**config.mk**
```make
export PLATFORM = sky130hd
export DESIGN_NAME = tpslc_top
export DESIGN_NICKNAME = d
export VERILOG_FILES = /design/src/hdl/tpslc_pkg.sv /design/src/hdl/tpslc_rst_filter.sv /design/src/hdl/tpslc_led.sv /design/src/hdl/tpslc_top.sv
export SDC_FILE = /design/constraint.sdc
export NUM_CORES = 1
export LEC_CHECK = 0
export ABC_AREA = 1
export BUFFER_PORTS_ARGS = -buffer_cell sky130_fd_sc_hd__buf_2
export CAP_MARGIN = 5
export CELL_PAD_IN_SITES_DETAIL_PLACEMENT = 2
export CELL_PAD_IN_SITES_GLOBAL_PLACEMENT = 2
export CORE_AREA = 2 2 308 310
export CTS_BUF_LIST = sky130_fd_sc_hd__clkbuf_16
export DETAILED_ROUTE_END_ITERATION = 10
export DIE_AREA = 0 0 310 312
export PLACE_DENSITY = 0.75
export REMOVE_ABC_BUFFERS = 1
export SETUP_SLACK_MARGIN = 0.4
export SLEW_MARGIN = 20
export SYNTH_ARGS = -nofsm -noshare
export SYNTH_HDL_FRONTEND = slang
export SYNTH_HIERARCHICAL = 1
export SYNTH_SLANG_ARGS = --single-unit
```
**constraint.sdc**
```tcl
create_clock -name aclk -period 34.2 [get_ports aclk]
set_input_delay 6.84 -clock aclk [delete_from_list [all_inputs] [get_ports aclk]]
set_output_delay 6.84 -clock aclk [all_outputs]
set_load 0.02 [all_outputs]
```
**src/hdl/tpslc_pkg.sv**
```systemverilog
// Purpose: Shared constants and types for the touch power state and LED control block
// Assumes: 50 MHz aclk, AXI4-Lite register access with 32-bit data
// Notes: Register offsets are byte addresses
package tpslc_pkg;
  localparam int CLK_MHZ = 50;
  // Reset pin glitch filter time in ns
  localparam int T_RST_FILT_NS = 10000;
  localparam int RST_FILT_CYC = (T_RST_FILT_NS * CLK_MHZ + 999) / 1000;
  // Clock cycles per PWM step of LED channels 0 to 9; channel 10 takes twice as many
  localparam int PWM_DIV = 4;
  // Cycles the alert pin is ignored after entering deep sleep
  localparam logic [1:0] ALERT_GUARD = 2'h3;

  typedef enum logic [1:0] {PS_ACTIVE, PS_SLEEP, PS_DEEP, PS_INACT} tpslc_pstate_t;
  typedef enum logic [1:0] {LM_DIRECT, LM_PULSE1, LM_PULSE2, LM_BREATHE} tpslc_mode_t;

  localparam logic [7:0] OFS_CTRL = 8'h00;
  localparam logic [7:0] OFS_STAT = 8'h04;
  localparam logic [7:0] OFS_SMASK = 8'h08;
  localparam logic [7:0] OFS_TOUCH = 8'h0C;
  localparam logic [7:0] OFS_DRIVE = 8'h10;
  localparam logic [7:0] OFS_MODE = 8'h14;
  localparam logic [7:0] OFS_PPSEL = 8'h18;
  localparam logic [7:0] OFS_LIMIT = 8'h1C;
  localparam logic [7:0] OFS_LIDSEL = 8'h20;
  localparam logic [7:0] OFS_SLIDER = 8'h24;
  localparam logic [7:0] OFS_LEDCFG = 8'h28;
  localparam logic [7:0] OFS_LEDALT = 8'h2C;

  localparam int CTRL_SLEEP = 0;
  localparam int CTRL_INACT = 1;
  localparam int CTRL_DEEP = 2;
  localparam int CTRL_PWR = 3;
  localparam int CTRL_LINK = 4;
  localparam int CTRL_SLPOS = 5;
  localparam int STAT_RST = 2;
  localparam int STAT_LID = 3;
  localparam int STAT_DONE = 4;
  localparam int STAT_LIDEV = 5;

  localparam logic [7:0] RST_BRIGHT = 8'hFF;
  localparam logic [3:0] RST_PULSES = 4'h3;
  localparam logic [3:0] RST_MAX_BTN = 4'h3;
  localparam logic [3:0] RST_MAX_GRP = 4'h3;
  localparam logic [1:0] RESP_OKAY = 2'h0;
  localparam logic [1:0] RESP_SLVERR = 2'h2;
endpackage

```
**src/hdl/tpslc_rst_filter.sv**
```systemverilog
// Purpose: Synchronise and deglitch the active-high reset pin
// Assumes: Pin is asynchronous to aclk
// Notes: Pulse on release marks the end of a held reset
`timescale 1ns/1ps
`default_nettype none
module tpslc_rst_filter #(
  parameter int FILT_CYC = tpslc_pkg::RST_FILT_CYC
) (
  input wire logic aclk,
  input wire logic aresetn,
  input wire logic pin,
  output logic hold,
  output logic released
);
  if (FILT_CYC < 1 || FILT_CYC > 65535) begin : g_bad
    $error("tpslc_rst_filter: FILT_CYC out of range");
  end
  typedef struct packed {
    logic s1, s2, last, lvl, rel;
    logic [15:0] cnt;
  } tpslc_filt_t;
  tpslc_filt_t s_r, s_nxt;

  always_comb begin
    s_nxt = s_r;
    s_nxt.s1 = pin;
    s_nxt.s2 = s_r.s1;
    s_nxt.rel = 1'b0;
    if (s_r.s2 != s_r.last) begin
      s_nxt.last = s_r.s2;
      s_nxt.cnt = '0;
    end else if (s_r.last != s_r.lvl) begin
      if (s_r.cnt == 16'(FILT_CYC - 1)) begin
        s_nxt.lvl = s_r.last;
        s_nxt.rel = !s_r.last;
      end else begin
        s_nxt.cnt = s_r.cnt + 16'h0001;
      end
    end
  end

  always_ff @(posedge aclk) begin
    if (!aresetn) s_r <= '0;
    else s_r <= s_nxt;
  end
  assign hold = s_r.lvl;
  assign released = s_r.rel;
endmodule // tpslc_rst_filter
`default_nettype wire

```
**src/hdl/tpslc_led.sv**
```systemverilog
// Purpose: One LED channel with direct, pulse and breathe behaviours
// Assumes: tick is a one-cycle PWM step enable
// Notes: Minimum brightness is off; maximum is the brightness setting
`timescale 1ns/1ps
`default_nettype none
module tpslc_led (
  input wire logic aclk,
  input wire logic rst_n,
  input wire logic run,
  input wire logic tick,
  input wire logic stim,
  input wire logic [1:0] mode,
  input wire logic [7:0] bright,
  input wire logic [3:0] pulses,
  output logic on,
  output logic done
);
  typedef struct packed {
    logic [7:0] pwm;
    logic [3:0] cnt;
    logic phase, busy, stim_d, on, done;
  } tpslc_led_t;
  tpslc_led_t s_r, s_nxt;
  logic rise, fall, wrap, start, lit;

  always_comb begin
    s_nxt = s_r;
    s_nxt.done = 1'b0;
    s_nxt.stim_d = stim;
    rise = stim && !s_r.stim_d;
    fall = !stim && s_r.stim_d;
    wrap = tick && s_r.pwm == 8'hFF;
    start = 1'b0;
    lit = 1'b0;
    if (!run) begin
      s_nxt = '0;
    end else begin
      if (tick) s_nxt.pwm = s_r.pwm + 8'h01;
      if (wrap) s_nxt.phase = !s_r.phase;
      unique case (tpslc_pkg::tpslc_mode_t'(mode))
        tpslc_pkg::LM_DIRECT: begin
          lit = stim;
          s_nxt.done = fall;
        end
        tpslc_pkg::LM_PULSE1: begin
          start = rise;
          lit = s_r.busy && s_r.phase;
        end
        tpslc_pkg::LM_PULSE2: begin
          start = fall;
          lit = stim ? s_r.phase : (s_r.busy && s_r.phase);
        end
        tpslc_pkg::LM_BREATHE: begin
          lit = stim && s_r.phase;
          s_nxt.done = fall;
        end
      endcase
      if (s_r.busy && wrap && s_r.phase) begin
        if (s_r.cnt <= 4'h1) begin
          s_nxt.busy = 1'b0;
          s_nxt.done = 1'b1;
        end else begin
          s_nxt.cnt = s_r.cnt - 4'h1;
        end
      end
      if (start && pulses != 4'h0) begin
        s_nxt.busy = 1'b1;
        s_nxt.cnt = pulses;
        s_nxt.phase = 1'b0;
      end
      s_nxt.on = lit && (bright == 8'hFF || s_r.pwm < bright);
    end
  end

  always_ff @(posedge aclk) begin
    if (!rst_n) s_r <= '0;
    else s_r <= s_nxt;
  end
  assign on = s_r.on;
  assign done = s_r.done;
endmodule // tpslc_led
`default_nettype wire

```
**src/hdl/tpslc_top.sv**
```systemverilog
// Purpose: Power states, reset pin, touch gating and LED control with AXI4-Lite registers
// Assumes: touch_raw, lid_raw, grp_up, grp_down and bus_activity come from aclk logic
// Notes: ALERT is active low and open drain; LEDs sink current when lit
`timescale 1ns/1ps
`default_nettype none
module tpslc_top (
  input wire logic aclk,
  input wire logic aresetn,
  input wire logic reset_pin,
  input wire logic alert_in,
  input wire logic bus_activity,
  input wire logic [13:0] touch_raw,
  input wire logic [13:0] lid_raw,
  input wire logic grp_up,
  input wire logic grp_down,
  input wire logic [7:0] awaddr,
  input wire logic awvalid,
  output logic awready,
  input wire logic [31:0] wdata,
  input wire logic [3:0] wstrb,
  input wire logic wvalid,
  output logic wready,
  output logic [1:0] bresp,
  output logic bvalid,
  input wire logic bready,
  input wire logic [7:0] araddr,
  input wire logic arvalid,
  output logic arready,
  output logic [31:0] rdata,
  output logic [1:0] rresp,
  output logic rvalid,
  input wire logic rready,
  output logic [10:0] led_out,
  output logic [10:0] led_oe,
  output logic alert_out,
  output logic alert_oe,
  output logic [1:0] power_state,
  output logic [13:0] sense_enable
);
  typedef struct packed {
    logic sl, ia, ds, pwr_ctl, link_en, slider_pos;
    tpslc_pkg::tpslc_pstate_t pstate;
    logic rst_flag, lid_flag, done_flag, lid_ev, lid_irq_en;
    logic [13:0] sleep_mask, touch, press, lid_sel, sense;
    logic [10:0] drive, done_en, inv, led_o, led_oe;
    logic [23:0] mode;
    logic [7:0] pp_sel, bright, slider;
    logic [3:0] pulses, max_btn, max_grp, lid_min, div;
    logic tgl, a1, a2, alert_oe;
    logic [1:0] guard;
    logic awready, wready, bvalid, arready, rvalid;
    logic [1:0] bresp, rresp;
    logic [31:0] rdata;
  } tpslc_main_t;
  tpslc_main_t s_r, s_nxt;

  logic hold, released, rst_n_int, tick, tick_pwr;
  logic [10:0] run, stim, led_on, led_done;
  logic [1:0] led_mode [11];

  function automatic logic [3:0] popc(input logic [13:0] v);
    logic [3:0] c;
    c = 4'h0;
    for (int i = 0; i < 14; i++) c = c + {3'h0, v[i]};
    return c;
  endfunction

  // Read map: bit 32 marks a mapped offset
  function automatic logic [32:0] rmap(input logic [7:0] a, input tpslc_main_t q);
    logic [32:0] r;
    r = {1'b1, 32'h0};
    unique case (a)
      tpslc_pkg::OFS_CTRL: r[5:0] = {q.slider_pos, q.link_en, q.pwr_ctl, q.ds, q.ia, q.sl};
      tpslc_pkg::OFS_STAT: r[5:0] = {q.lid_ev, q.done_flag, q.lid_flag, q.rst_flag, q.pstate};
      tpslc_pkg::OFS_SMASK: r[13:0] = q.sleep_mask;
      tpslc_pkg::OFS_TOUCH: r[13:0] = q.touch;
      tpslc_pkg::OFS_DRIVE: r[10:0] = q.drive;
      tpslc_pkg::OFS_MODE: r[23:0] = q.mode;
      tpslc_pkg::OFS_PPSEL: r[7:0] = q.pp_sel;
      tpslc_pkg::OFS_LIMIT: r[12:0] = {q.lid_irq_en, q.lid_min, q.max_grp, q.max_btn};
      tpslc_pkg::OFS_LIDSEL: r[13:0] = q.lid_sel;
      tpslc_pkg::OFS_SLIDER: r[7:0] = q.slider;
      tpslc_pkg::OFS_LEDCFG: r[11:0] = {q.pulses, q.bright};
      tpslc_pkg::OFS_LEDALT: r[26:0] = {q.inv, 5'h00, q.done_en};
      default: r = '0;
    endcase
    return r;
  endfunction

  tpslc_rst_filter u_filt (
    .aclk(aclk),
    .aresetn(aresetn),
    .pin(reset_pin),
    .hold(hold),
    .released(released)
  );
  assign rst_n_int = aresetn && !hold;
  assign tick = s_r.div == 4'h0;
  assign tick_pwr = tick && s_r.tgl;

  ////////////////////////////////////////////////////////////////////////////
  // LED channels
  generate
    for (genvar i = 0; i < 11; i++) begin : g_led
      if (i == 10) begin : g_pwr
        logic lowpow;
        assign lowpow = s_r.pstate == tpslc_pkg::PS_SLEEP || s_r.pstate == tpslc_pkg::PS_DEEP;
        assign run[i] = s_r.pstate != tpslc_pkg::PS_INACT;
        assign stim[i] = (lowpow ? s_r.pwr_ctl : s_r.drive[i]) ^ s_r.inv[i];
        assign led_mode[i] = lowpow ? s_r.mode[23:22] : s_r.mode[21:20];
      end else begin : g_std
        assign run[i] = s_r.pstate == tpslc_pkg::PS_ACTIVE ||
                        s_r.pstate == tpslc_pkg::PS_SLEEP;
        if (i < 7) begin : g_btn
          assign stim[i] = (s_r.link_en ? s_r.press[i] : s_r.drive[i]) ^ s_r.inv[i];
        end else if (i == 8 || i == 9) begin : g_grp
          assign stim[i] = (s_r.link_en ? (i == 8 ? grp_up : grp_down) : s_r.drive[i])
                           ^ s_r.inv[i];
        end else begin : g_host
          assign stim[i] = s_r.drive[i] ^ s_r.inv[i];
        end
        assign led_mode[i] = s_r.mode[2*i+1 -: 2];
      end
      tpslc_led u_led (
        .aclk(aclk),
        .rst_n(rst_n_int),
        .run(run[i]),
        .tick(i == 10 ? tick_pwr : tick),
        .stim(stim[i]),
        .mode(led_mode[i]),
        .bright(s_r.bright),
        .pulses(s_r.pulses),
        .on(led_on[i]),
        .done(led_done[i])
      );
    end
  endgenerate

  ////////////////////////////////////////////////////////////////////////////
  // Next state
  logic wfire, rfire, lidhit, irq;
  logic [31:0] wv, m;
  logic [32:0] rv;
  logic [13:0] act, p, sense_n;
  logic [10:0] linked;
  logic [3:0] cnt;
  tpslc_pkg::tpslc_pstate_t ps_n;

  always_comb begin
    s_nxt = s_r;
    s_nxt.awready = 1'b0;
    s_nxt.wready = 1'b0;
    s_nxt.arready = 1'b0;
    s_nxt.a1 = alert_in;
    s_nxt.a2 = s_r.a1;
    s_nxt.div = tick ? 4'(tpslc_pkg::PWM_DIV - 1) : s_r.div - 4'h1;
    s_nxt.tgl = s_r.tgl ^ tick;
    if (s_r.bvalid && bready) s_nxt.bvalid = 1'b0;
    if (s_r.rvalid && rready) s_nxt.rvalid = 1'b0;
    if (awvalid && wvalid && !s_r.awready && !s_r.bvalid) begin
      s_nxt.awready = 1'b1;
      s_nxt.wready = 1'b1;
    end
    if (arvalid && !s_r.arready && !s_r.rvalid) s_nxt.arready = 1'b1;
    wfire = s_r.awready && awvalid && wvalid;
    rfire = s_r.arready && arvalid;
    for (int b = 0; b < 4; b++) m[8*b +: 8] = {8{wstrb[b]}};
    rv = rmap(awaddr, s_r);
    wv = (rv[31:0] & ~m) | (wdata & m);
    if (wfire) begin
      s_nxt.bvalid = 1'b1;
      s_nxt.bresp = rv[32] ? tpslc_pkg::RESP_OKAY : tpslc_pkg::RESP_SLVERR;
      unique case (awaddr)
        tpslc_pkg::OFS_CTRL: begin
          s_nxt.sl = wv[tpslc_pkg::CTRL_SLEEP];
          s_nxt.ia = wv[tpslc_pkg::CTRL_INACT];
          s_nxt.ds = wv[tpslc_pkg::CTRL_DEEP];
          s_nxt.pwr_ctl = wv[tpslc_pkg::CTRL_PWR];
          s_nxt.link_en = wv[tpslc_pkg::CTRL_LINK];
          s_nxt.slider_pos = wv[tpslc_pkg::CTRL_SLPOS];
        end
        tpslc_pkg::OFS_STAT: begin
          s_nxt.rst_flag = s_r.rst_flag && !(wdata[tpslc_pkg::STAT_RST] && wstrb[0]);
          s_nxt.lid_flag = s_r.lid_flag && !(wdata[tpslc_pkg::STAT_LID] && wstrb[0]);
          s_nxt.done_flag = s_r.done_flag && !(wdata[tpslc_pkg::STAT_DONE] && wstrb[0]);
        end
        tpslc_pkg::OFS_SMASK: s_nxt.sleep_mask = wv[13:0];
        tpslc_pkg::OFS_TOUCH: s_nxt.touch = s_r.touch & ~(wdata[13:0] & m[13:0]);
        tpslc_pkg::OFS_DRIVE: s_nxt.drive = wv[10:0];
        tpslc_pkg::OFS_MODE: s_nxt.mode = wv[23:0];
        tpslc_pkg::OFS_PPSEL: s_nxt.pp_sel = wv[7:0];
        tpslc_pkg::OFS_LIMIT: {s_nxt.lid_irq_en, s_nxt.lid_min, s_nxt.max_grp,
                               s_nxt.max_btn} = wv[12:0];
        tpslc_pkg::OFS_LIDSEL: s_nxt.lid_sel = wv[13:0];
        tpslc_pkg::OFS_SLIDER: s_nxt.slider = wv[7:0];
        tpslc_pkg::OFS_LEDCFG: {s_nxt.pulses, s_nxt.bright} = wv[11:0];
        tpslc_pkg::OFS_LEDALT: {s_nxt.inv, s_nxt.done_en} = {wv[26:16], wv[10:0]};
        default: ;
      endcase
    end
    if (rfire) begin
      rv = rmap(araddr, s_r);
      s_nxt.rvalid = 1'b1;
      s_nxt.rdata = rv[31:0];
      s_nxt.rresp = rv[32] ? tpslc_pkg::RESP_OKAY : tpslc_pkg::RESP_SLVERR;
    end
    // Our own alert drive still lingers in the synchroniser after release
    if (s_r.guard != 2'h0) s_nxt.guard = s_r.guard - 2'h1;
    if (s_r.pstate == tpslc_pkg::PS_DEEP &&
        ((!s_r.a2 && s_r.guard == 2'h0) || bus_activity)) s_nxt.ds = 1'b0;
    ps_n = s_nxt.ds ? tpslc_pkg::PS_DEEP :
           s_nxt.ia ? tpslc_pkg::PS_INACT :
           s_nxt.sl ? tpslc_pkg::PS_SLEEP : tpslc_pkg::PS_ACTIVE;
    unique case (ps_n)
      tpslc_pkg::PS_ACTIVE: sense_n = '1;
      tpslc_pkg::PS_SLEEP: sense_n = s_nxt.sleep_mask;
      default: sense_n = '0;
    endcase
    // Touch qualification
    act = touch_raw & s_r.sense;
    lidhit = (s_r.lid_min != 4'h0 && popc(lid_raw) >= s_r.lid_min) ||
             (s_r.lid_sel != '0 && (lid_raw & s_r.lid_sel) == s_r.lid_sel);
    s_nxt.lid_ev = lidhit;
    if (lidhit) s_nxt.lid_flag = 1'b1;
    p = s_r.press & act;
    cnt = popc({7'h00, p[6:0]});
    for (int i = 0; i < 7; i++) begin
      if (act[i] && !p[i] && cnt < s_r.max_btn && !s_r.lid_ev) begin
        p[i] = 1'b1;
        cnt = cnt + 4'h1;
        s_nxt.touch[i] = 1'b1;
      end
    end
    if (popc({act[13:7], 7'h00}) > s_r.max_grp) begin
      p[13:7] = '0;
    end else if (!s_r.lid_ev) begin
      s_nxt.touch[13:7] = s_nxt.touch[13:7] | (act[13:7] & ~p[13:7]);
      p[13:7] = act[13:7];
    end
    s_nxt.press = p;
    if (ps_n != s_r.pstate) begin
      s_nxt.touch = s_nxt.touch & sense_n;
      s_nxt.press = s_nxt.press & sense_n;
      if (ps_n == tpslc_pkg::PS_DEEP) s_nxt.guard = tpslc_pkg::ALERT_GUARD;
      if (ps_n == tpslc_pkg::PS_DEEP && s_nxt.slider_pos) s_nxt.slider = 8'h00;
    end
    s_nxt.pstate = ps_n;
    s_nxt.sense = sense_n;
    linked = s_r.link_en ? 11'h37F : 11'h000;
    if (|(led_done & s_r.done_en & ~linked)) s_nxt.done_flag = 1'b1;
    if (released) s_nxt.rst_flag = 1'b1;
    irq = s_nxt.rst_flag || s_nxt.done_flag || (s_nxt.lid_flag && s_nxt.lid_irq_en) ||
          |s_nxt.touch;
    s_nxt.alert_oe = irq && ps_n != tpslc_pkg::PS_DEEP;
    for (int i = 0; i < 11; i++) begin
      if (i < 8 && s_r.pp_sel[i]) begin
        s_nxt.led_oe[i] = 1'b1;
        s_nxt.led_o[i] = !led_on[i];
      end else begin
        s_nxt.led_oe[i] = led_on[i];
        s_nxt.led_o[i] = 1'b0;
      end
    end
  end

  ////////////////////////////////////////////////////////////////////////////
  // State register
  always_ff @(posedge aclk) begin
    if (!aresetn || hold) begin
      s_r <= '0;
      s_r.a1 <= 1'b1;
      s_r.a2 <= 1'b1;
      s_r.bright <= tpslc_pkg::RST_BRIGHT;
      s_r.pulses <= tpslc_pkg::RST_PULSES;
      s_r.max_btn <= tpslc_pkg::RST_MAX_BTN;
      s_r.max_grp <= tpslc_pkg::RST_MAX_GRP;
      s_r.sense <= hold ? '0 : '1;
      s_r.pstate <= hold ? tpslc_pkg::PS_DEEP : tpslc_pkg::PS_ACTIVE;
    end else begin
      s_r <= s_nxt;
    end
  end

  assign awready = s_r.awready;
  assign wready = s_r.wready;
  assign bvalid = s_r.bvalid;
  assign bresp = s_r.bresp;
  assign arready = s_r.arready;
  assign rvalid = s_r.rvalid;
  assign rdata = s_r.rdata;
  assign rresp = s_r.rresp;
  assign led_out = s_r.led_o;
  assign led_oe = s_r.led_oe;
  assign alert_out = 1'b0;
  assign alert_oe = s_r.alert_oe;
  assign power_state = s_r.pstate;
  assign sense_enable = s_r.sense;
endmodule // tpslc_top
`default_nettype wire

```
==> impl_metrics.csv, run 1 <==
group,metric,value,unit
sta,setup_viol,0,
cts,cts_tree,"yes",
critical_path,arrival,19.32,ns
cts,clock_sinks,450,
place,dp_cells,5318,
die,die_h,312,um
drt,ant_nets,0,
cts,cts.repair.resized,0,
logic_synthesis,synth.yosys.seq_area_share,32.4,%
cts,cts_buffers,59,
die,io_pins,173,
power,power,1.57,mW
place,dpl.hpwl,83600,um
cts,post_cts_buffers,0,
cells_and_area,layout.nets,4431,
sta,rsz0062_at_grt,"false",
drt,wl_per_cell,20.8,um
logic_synthesis,synth_edf_count,0,
cells_and_area,stdcell_count,5427,
critical_path,critPathSlowestCell,"a2111oi_0",
cts,root_buffer,"clkbuf_16",
critical_path,path_max_fanout,7,
sta,fmax,53.4,MHz
place,port_buffers,156,
sta,skew,0.0309,ns
worst_hold_path,min_path_type,"reg2reg",
logic_synthesis,synth_warnings,6,
die,dieArea,96700,um2
logic_synthesis,synthArstFlopShare,0,%
logic_synthesis,synth_top_area_cell,"dfxtp_1",
drt,via_per_inst,5.07,
die,die_w,310,um
cells_and_area,synthToLayoutAreaGrowth,13.1,%
drt,dr.pass1.iters,5,
drt,drc_errors,0,
place,pre_cts_ws,14.65,ns
critical_path,criticalPathCategory,"in2reg",
die,core_area,93000,um2
power,power_leakage,15.7,nW
global_route,grt_pass1_vias,29300,
drt,drtIter0Drc,1406,
global_route,grt_max_degree,94,
place,gp_congestion,0.892,
run_status,status,"complete, no violations",
logic_synthesis,synth.top_cell.area_share,32.4,%
critical_path,start_kind,"primary input",
run,maxCapViolations,0,
cts,clock_path_buffers,3,
sta,setup_tns,0,ns
cells_and_area,drive_gt1_share,10.3,%
critical_path,slowest_delay,0.73,ns
power,peakVddDrop,36.3,uV
sta,final-hold-violation-count,0,
logic_synthesis,synth.distinct_cells,60,
logic_synthesis,syn_area_per_cell,6.90,um2
global_route,grtUsageTotal,23.2,%
place,postPlaceCellArea,29500,um2
cells_and_area,stdcell_area,31400,um2
sta,maxSlewHeadroom,29.4,%
global_route,overflow,0,
logic_synthesis,ys_ff_latch,450,
cts,postCtsHoldBufs,0,
logic_synthesis,synthFlopType,"dfxtp_1",
critical_path,end_kind,"flop",
cts,clkLatencyLatePin,0.67,ns
sta,drv_slew,0,
critical_path,cp_data_required_time,34.80,ns
critical_path,crit_top_cell,"inv_1",
die,start_util,29.9,%
sta,fin_crit,18.71,ns
sta,fin_ws,15.49,ns
logic_synthesis,synth_cells,4026,
cts,clkTransAtPathRegs,0.06,ns
sta,worst_pin_slew,1.05,ns
global_route,grt_pass1_wl,174000,um
logic_synthesis,synth.cell_area,27800,um2
drt,vias,27500,
drt,wirelength,113000,um
cts,htree_levels,2,
sta,finalCritPeriodShare,54.7,%
global_route,antenna_found_initial,3,
die,num_rows,112,
power,p_per_area,50.1,nW/um2
logic_synthesis,synth_top_cells_by_area,"dfxtp_1 (32%), nand2_1 (11%), inv_1 (9.4%)",
## routing by layer
| metal | track usage [%] | part of all wire (%) |
|---|---|---|
| met4 | 8.09 | 3.4 |
| met1 | 30.2 | 45 |
| met2 | 39.3 | 47 |
| met3 | 2.77 | 4.2 |
| met5 | 0 | 0.0098 |
## path summary, 6_finish.rpt
check,start,endpoint,slack [ns],cells after the start
hold / removal,g_led[10].u_led/on$_SDFF_PN0_,led_oe[10]$_SDFF_PN0_,0.41,2
hold reg to reg,g_led[10].u_led/on$_SDFF_PN0_,led_oe[10]$_SDFF_PN0_,0.41,2
setup reg to reg,s_r[199]$_SDFF_PN0_,alert_oe$_SDFF_PN0_,21.33,57
setup / recovery,touch_raw[1],alert_oe$_SDFF_PN0_,15.49,58
## layout make-up
type / count / area, um2
Antenna cell: 1 / 2.50
Clock buffer: 59 / 1480
Clock inverter: 49 / 402
Fill cell: 11200 / 61600
Inverter: 709 / 2670
Multi-Input combinational cell: 2713 / 15200
Sequential cell: 450 / 9010
Tap cell: 1254 / 1570
Timing Repair Buffer: 192 / 1050
## cell usage in the layout (no fill, tap or decap), types with 59 or more instances in the layout
cell type	synthesis	final
a21oi_1	289	289
buf_2	3	156
clkbuf_16	0	59
dfxtp_1	450	450
ha_1	197	197
inv_1	697	709
nand2_1	782	782
nand3_1	125	125
nor2_1	400	394
nor3_1	121	121
o21ai_0	265	265
o22ai_1	81	81
## critical path, delay by kind of cell
family,cells,cell delay (ns)
adders and majority gates,11,3.91
xor gates and xnor gates,6,1.28
AOI/OAI and AO/OA,5,2.50
and+or+nand+nor,26,3.70
buffers and inverters,10,1.05
## cell usage after synthesis, drive strengths merged, types with 48 or more instances
master,count
nand3,139
xor2,48
o21ai,268
ha,197
buf,89
a21oi,292
nand4,49
dfxtp,450
nor3,121
nand2,841
nor2,449
clkbuf,75
o22ai,81
inv,705
## report_power, final
part	internal [mW]	leakage [nW]	total (mW)	switching, mW
Sequential	0.545	3.64	0.568	0.0225
Clock	0.356	0.972	0.623	0.266
Combinational	0.129	11.1	0.382	0.253
## sequential cells by signal, indices dropped and copies added, names as in the netlist, 2 cells and up
name	cells
power_state	2
led_out	8
s_r	152
g_led.u_led/on	11
led_mode	20
g_led.u_led/done	11
sense_enable	14
u_filt/s_r	18
g_led.u_led/s_r	165
rdata	27
led_oe	11
## cell families (layout without fill, tap and decap cells)
family / count (synthesis) / in the layout / synth area share (%)
AND/OR/NAND/NOR: 1651 / 1651 / 26.5
flip-flops: 450 / 450 / 32.4
XOR/XNOR: 63 / 63 / 1.99
AO/OA/AOI/OAI: 766 / 766 / 15.7
adder cells (fa/ha/maj): 214 / 214 / 10.1
other: 1 / 12 / 0.0135
multiplexers: 8 / 8 / 0.288
buffers and inverters: 873 / 1009 / 13.0
## per-stage QoR
stage                     hold slack, ns  utilization [%]
final                              0.411             33.8
after global placement             0.395             31.7
after global routing               0.434             33.8
after detailed placement           0.403             31.7
after CTS                          0.417             33.8
after floorplan                    0.390                -
Power figures use the tool's default switching activity.
==> run 2, diff against run 1 <==
==> constraint.sdc (replaced) <==
create_clock -name aclk -period 18.7 [get_ports aclk]
set_input_delay 3.74 -clock aclk [delete_from_list [all_inputs] [get_ports aclk]]
set_output_delay 3.74 -clock aclk [all_outputs]
set_load 0.02 [all_outputs]
==> impl_metrics.csv, run 2 (synthesis results as in run 1) <==
group,metric,value,unit
worst_hold_path,hold_path_depth,2,
cts,root_buffer,"clkbuf_16",
sta,finalCritPeriodShare,82.9,%
power,power_leakage,15.7,nW
cells_and_area,stdcell_area,31500,um2
power,p_sw_share,33.5,%
critical_path,r2r_end,"alert_oe$_SDFF_PN0_",
die,start_util,29.9,%
sta,rsz0062_at_grt,"false",
cells_and_area,regMostFlops,"g_led.u_led/s_r",
power,p_per_area,93.2,nW/um2
worst_hold_path,holdCritStartpoint,"g_led[9].u_led/on$_SDFF_PN0_",
drt,dr.pass1.iters,5,
die,core_area,93000,um2
critical_path,ff2ff_path_depth,57,
critical_path,criticalPathCategory,"in2reg",
global_route,overflow,0,
cts,cts_tree,"yes",
sta,setup_viol,0,
global_route,grt_pass1_wl,173000,um
drt,wl_per_cell,20.8,um
cts,clkLatencyLatePin,0.68,ns
critical_path,crit_top_cell,"inv_1",
place,pre_cts_ws,2.31,ns
critical_path,crit_buf_inv,11,
cts,postCtsHoldBufs,0,
cts,post_cts_buffers,0,
power,seqPwrFrac,35.2,%
cells_and_area,final_common_cell,"nand2_1",
sta,final-hold-violation-count,0,
global_route,grt_pass1_vias,29400,
critical_path,end_kind,"flop",
cells_and_area,nFillCells,11300,
cells_and_area,drive_gt1_share,10.5,%
run_status,status,"complete, no violations",
place,dpl.hpwl,84500,um
die,die_h,312,um
cells_and_area,largest_reg_flops,165,
cells_and_area,stdcell_count,5428,
place,dp_cells,5316,
place,postPlaceCellArea,29500,um2
cts,clock_path_buffers,3,
sta,fin_crit,15.51,ns
die,die_w,310,um
critical_path,slowest_delay,0.74,ns
power,switchingPower,0.984,mW
drt,ant_nets,0,
critical_path,reg2reg_from,"sense_enable[1]$_DFF_P_",
sta,maxSlewHeadroom,19.7,%
power,peakVddDrop,78.0,uV
sta,setup_tns,0,ns
cells_and_area,synthToLayoutAreaGrowth,13.5,%
drt,via_per_inst,5.10,
place,port_buffers,156,
critical_path,start_kind,"primary input",
global_route,antenna_found_initial,3,
drt,drc_errors,0,
die,num_rows,112,
sta,fin_ws,3.19,ns
drt,wirelength,113000,um
cts,cts.repair.resized,0,
sta,worst_pin_slew,1.19,ns
power,pwr-share-clk,41.3,%
cts,clock_sinks,450,
die,dieArea,96700,um2
cts,cts_buffers,59,
critical_path,cp_data_required_time,19.30,ns
power,comb_power_share,23.4,%
critical_path,path_max_fanout,7,
place,gp_congestion,0.884,
drt,drtIter0Drc,1268,
cts,clkTransAtPathRegs,0.06,ns
drt,vias,27700,
cts,htree_levels,2,
sta,fmax,64.5,MHz
global_route,grtUsageTotal,23.1,%
critical_path,path_delay_family,"adder cells",
sta,skew,0.0279,ns
sta,drv_slew,0,
critical_path,critPathSlowestCell,"a2111oi_0",
cells_and_area,layout.nets,4429,
global_route,grt_max_degree,81,
critical_path,arrival,16.10,ns
power,intPower,1.95,mW
cells_and_area,final_cell_mix,"nand2_1 (782), inv_1 (704), dfxtp_1 (450)",
die,io_pins,173,
worst_hold_path,min_path_type,"reg2reg",
run,maxCapViolations,0,
worst_hold_path,min_to,"led_oe[9]$_SDFF_PN0_",
critical_path,r2r_slack,6.01,ns
## run 2: changes by cell type in the layout (fill, tap and decap cells not counted), sizes merged
cell and change:
clkinvlp +1, buf -2, inv -3, bufinv +5
## run 2: cell type report
type	instances	area, um2	share of cell area (%)
multi-input combinational	2713	15200	48.3
sequential	450	9010	28.6
inverter	709	2670	8.47
tap	1254	1570	4.98
clock buffer	59	1480	4.68
timing repair buffer	190	1050	3.33
clock inverter	52	524	1.66
antenna	1	2.50	0.00794
## run 2: worst max path at each step
stage	startpoint	endpoint	slack [ns]	cells past startpoint
6_report	touch_raw[1]	alert_oe$_SDFF_PN0_	3.19	58
2_1_floorplan	touch_raw[1]	alert_oe$_SDFF_PN0_	4.39	57
5_1_grt	touch_raw[1]	alert_oe$_SDFF_PN0_	2.01	58
3_5_place_dp	touch_raw[1]	alert_oe$_SDFF_PN0_	2.31	58
4_1_cts	touch_raw[1]	alert_oe$_SDFF_PN0_	2.96	58
3_3_place_gp	touch_raw[1]	alert_oe$_SDFF_PN0_	2.76	58
## run 2: worst min-delay path, stage by stage, from the launching register on
cell,delay [ns]
dfxtp_1,0.29
inv_1,0.04
nor2_1,0.04
## run 2: layer usage
layer | global-route usage [%] | vias up | wire length, um
met1 | 30.2 | 13800 | 50400
met5 | 0 | - | 23
met2 | 39.6 | 553 | 54000
met3 | 2.31 | 178 | 4650
li1 | - | 13200 | -
met4 | 7.67 | 4 | 3810
## run 2: power groups by stage
stage,Combinational [mW],Sequential [mW],Clock (mW)
2_1_floorplan,0.501,1.04,0
3_3_place_gp,0.662,1.05,0
3_5_place_dp,0.700,1.06,0
4_1_cts,0.708,1.03,1.24
5_1_grt,0.806,1.04,1.28
6_report,0.689,1.04,1.21
## run 2: stage by stage
step	utilization, %	total power, mW	hold WS, ns
2_1_floorplan	-	1.54	0.390
3_3_place_gp	31.7	1.72	0.395
3_5_place_dp	31.7	1.76	0.403
4_1_cts	33.9	2.99	0.413
5_1_grt	33.9	3.13	0.431
6_report	33.9	2.94	0.412
==> run 3, diff against run 2 <==
--- a/config.mk
+++ b/config.mk
@@ -5,16 +5,16 @@
 export SDC_FILE = /design/constraint.sdc
 export NUM_CORES = 1
 export LEC_CHECK = 0
-export ABC_AREA = 1
+export ABC_AREA = 0
 export BUFFER_PORTS_ARGS = -buffer_cell sky130_fd_sc_hd__buf_2
 export CAP_MARGIN = 5
 export CELL_PAD_IN_SITES_DETAIL_PLACEMENT = 2
 export CELL_PAD_IN_SITES_GLOBAL_PLACEMENT = 2
-export CORE_AREA = 2 2 308 310
+export CORE_AREA = 2 2 305 307
 export CTS_BUF_LIST = sky130_fd_sc_hd__clkbuf_16
 export DETAILED_ROUTE_END_ITERATION = 10
-export DIE_AREA = 0 0 310 312
-export PLACE_DENSITY = 0.75
+export DIE_AREA = 0 0 307 309
+export PLACE_DENSITY = 0.74
 export REMOVE_ABC_BUFFERS = 1
 export SETUP_SLACK_MARGIN = 0.4
 export SLEW_MARGIN = 20
==> constraint.sdc (replaced) <==
create_clock -name aclk -period 14.05 [get_ports aclk]
set_input_delay 2.81 -clock aclk [delete_from_list [all_inputs] [get_ports aclk]]
set_output_delay 2.81 -clock aclk [all_outputs]
set_load 0.02 [all_outputs]
==> impl_metrics.csv, run 3 <==
group,metric,value,unit
place,postPlaceCellArea,29300,um2
sta,setup_viol,0,
sta,fmax,71.7,MHz
drt,ant_nets,0,
sta,fin_ws,0.110,ns
power,power_leakage,13.9,nW
sta,drv_slew,0,
place,port_buffers,156,
place,gp_congestion,0.942,
cells_and_area,drive_gt1_share,15.7,%
run_status,status,"complete, no violations",
cells_and_area,layout.nets,3739,
critical_path,ff2ff_path_depth,58,
logic_synthesis,synth.cell_area,27300,um2
logic_synthesis,synth.yosys.seq_area_share,33.0,%
place,dpl.hpwl,82100,um
worst_hold_path,holdCritStartpoint,"g_led[5].u_led/on$_SDFF_PN0_",
die,die_h,309,um
critical_path,end_kind,"flop",
logic_synthesis,synth.top_cell.area_share,33.0,%
drt,drtIter0Drc,1928,
critical_path,arrival,14.50,ns
drt,dr.pass1.iters,7,
cells_and_area,final_cell_mix,"dfxtp_1 (449), nor2_1 (356), nand2_1 (323)",
logic_synthesis,synth_top_cells_by_area,"dfxtp_1 (33%), ha_1 (9.0%), nor2_1 (5.0%)",
global_route,grt_pass1_vias,27800,
cts,cts_buffers,55,
critical_path,path_max_fanout,3,
logic_synthesis,synth_edf_count,0,
sta,final-hold-violation-count,0,
drt,via_per_inst,5.67,
logic_synthesis,ys_ff_latch,450,
cells_and_area,stdcell_area,31800,um2
global_route,use_met3,4.36,%
logic_synthesis,synth.distinct_cells,106,
die,start_util,29.8,%
logic_synthesis,synth_warnings,6,
place,dp_cells,4518,
global_route,overflow,0,
logic_synthesis,synth_cells,3261,
worst_hold_path,min_to,"led_out[5]$_SDFF_PP0_",
global_route,grt_pass1_wl,174000,um
sta,maxSlewHeadroom,27.5,%
critical_path,critPathSlowestCell,"fa_1",
cells_and_area,synthToLayoutAreaGrowth,16.6,%
cts,root_buffer,"clkbuf_16",
global_route,busiest_layer,"met2",
worst_hold_path,hold_path_depth,1,
drt,wirelength,117000,um
die,num_rows,111,
cells_and_area,stdcell_count,4666,
cts,postCtsHoldBufs,0,
critical_path,path_delay_family,"adder cells",
critical_path,criticalPathCategory,"in2reg",
critical_path,reg2reg_from,"s_r[199]$_SDFF_PN0_",
critical_path,r2r_end,"s_r[204]$_SDFF_PN0_",
worst_hold_path,min_path_type,"reg2reg",
cells_and_area,nFillCells,10400,
global_route,grtUsageTotal,23.8,%
sta,finalCritPeriodShare,99.2,%
logic_synthesis,synth_top_area_cell,"dfxtp_1",
cts,clock_path_buffers,3,
drt,drc_errors,0,
cells_and_area,multi_input_area,16800,um2
global_route,grt_max_degree,84,
sta,rsz0062_at_grt,"true",
logic_synthesis,synthArstFlopShare,0,%
critical_path,cp-startpoint,"touch_raw[1]",
cts,clkLatencyLatePin,0.66,ns
logic_synthesis,synthFlopType,"dfxtp_1",
cells_and_area,fin_util,34.8,%
cells_and_area,regMostFlops,"g_led.u_led/s_r",
sta,whs,0.424,ns
cts,clkTransAtPathRegs,0.06,ns
critical_path,crit_buf_inv,18,
sta,fin_crit,13.94,ns
cells_and_area,final-seq-area,9010,um2
logic_synthesis,syn_area_per_cell,8.36,um2
place,pre_cts_ws,-0.607,ns
critical_path,crit_top_cell,"buf_4",
die,core_area,91400,um2
cts,clock_sinks,450,
sta,skew,0.0336,ns
critical_path,cp_data_required_time,14.61,ns
cells_and_area,final_common_cell,"dfxtp_1",
logic_synthesis,synth_most_common_cell,"dfxtp_1",
die,die_w,307,um
logic_synthesis,synthTopCellsByCount,"dfxtp_1 (450), nor2_1 (363), nand2_1 (325), a21oi_1 (221), inv_1 (209)",
critical_path,slowest_delay,0.56,ns
power,peakVddDrop,290,uV
die,dieArea,94900,um2
cts,cts_tree,"yes",
cells_and_area,largest_reg_flops,165,
drt,vias,26500,
critical_path,r2r_slack,1.83,ns
run,maxCapViolations,0,
cts,htree_levels,2,
sta,worst_pin_slew,1.09,ns
critical_path,start_kind,"primary input",
global_route,grt.met2_usage,39.3,%
drt,wl_per_cell,25.2,um
global_route,grt_util_met1,31.3,%
global_route,antenna_found_initial,7,
power,p_per_area,167,nW/um2
die,io_pins,173,
-- run 3: cell count changes in the layout (fill, tap and decap cells not counted), moves of 47 or more --
cell / delta
nor3_1: -53
o22ai_1: -73
nand3_1: -62
mux2i_1: +58
nand2_1: -459
a21o_1: +47
o21ai_0: -151
a21oi_1: -72
buf_4: +106
inv_1: -496
-- run 3: final cells by class --
| class | count | area share [%] |
|---|---|---|
| multi-input combinational | 2417 | 52.8 |
| sequential | 450 | 28.3 |
| tap | 1186 | 4.67 |
| timing repair buffer | 299 | 5.93 |
| clock buffer | 55 | 4.33 |
| inverter | 210 | 2.48 |
| clock inverter | 48 | 1.44 |
| antenna | 1 | 0.00787 |
-- run 3: worst max path at each step --
stage,cells past startpoint,slack (ns),to
3_5_place_dp,52,-0.61,alert_oe$_SDFF_PN0_
2_1_floorplan,53,-0.22,s_r[204]$_SDFF_PN0_
5_1_grt,56,-0.27,s_r[218]$_SDFF_PN0_
3_3_place_gp,52,-0.30,alert_oe$_SDFF_PN0_
4_1_cts,55,0.41,s_r[218]$_SDFF_PN0_
6_report,59,0.11,s_r[204]$_SDFF_PN0_
-- run 3: power breakdown --
group          internal (mW)  switching (mW)
Combinational           1.15            1.26
Sequential              1.33          0.0676
Clock                  0.861           0.635
-- run 3: kinds of logic after synthesis --
group | count (synthesis) | synth area share, %
buf+inv | 404 | 6.88
xor+xnor | 109 | 3.61
fa+ha+maj | 214 | 10.3
compound gates | 799 | 20.3
flops | 450 | 33.0
mux | 96 | 3.88
other cells | 1 | 0.0137
simple gates | 1188 | 22.0
-- run 3: through the flow --
step           setup TNS (ns)  power, mW
2_1_floorplan          -0.650       2.46
3_3_place_gp           -0.850       2.99
3_5_place_dp            -1.78       3.09
4_1_cts                     0       4.82
5_1_grt                -0.777       5.56
6_report                    0       5.30
-- run 3: repair_timing --
item                                   4_1_cts  5_1_grt
gates cloned                                 0        0
pin swaps                                   37       48
gates resized for setup                     26       43
setup buffers                               24       19
setup endpoints to repair                    3        4
endpoints found under the hold margin        0        0
-- run 3: per-layer routing --
layer,vias to the layer above,part of all wire [%]
met3,246,6.6
met5,-,0.049
met4,8,3.4
met1,13400,44
met2,842,46
li1,12000,-
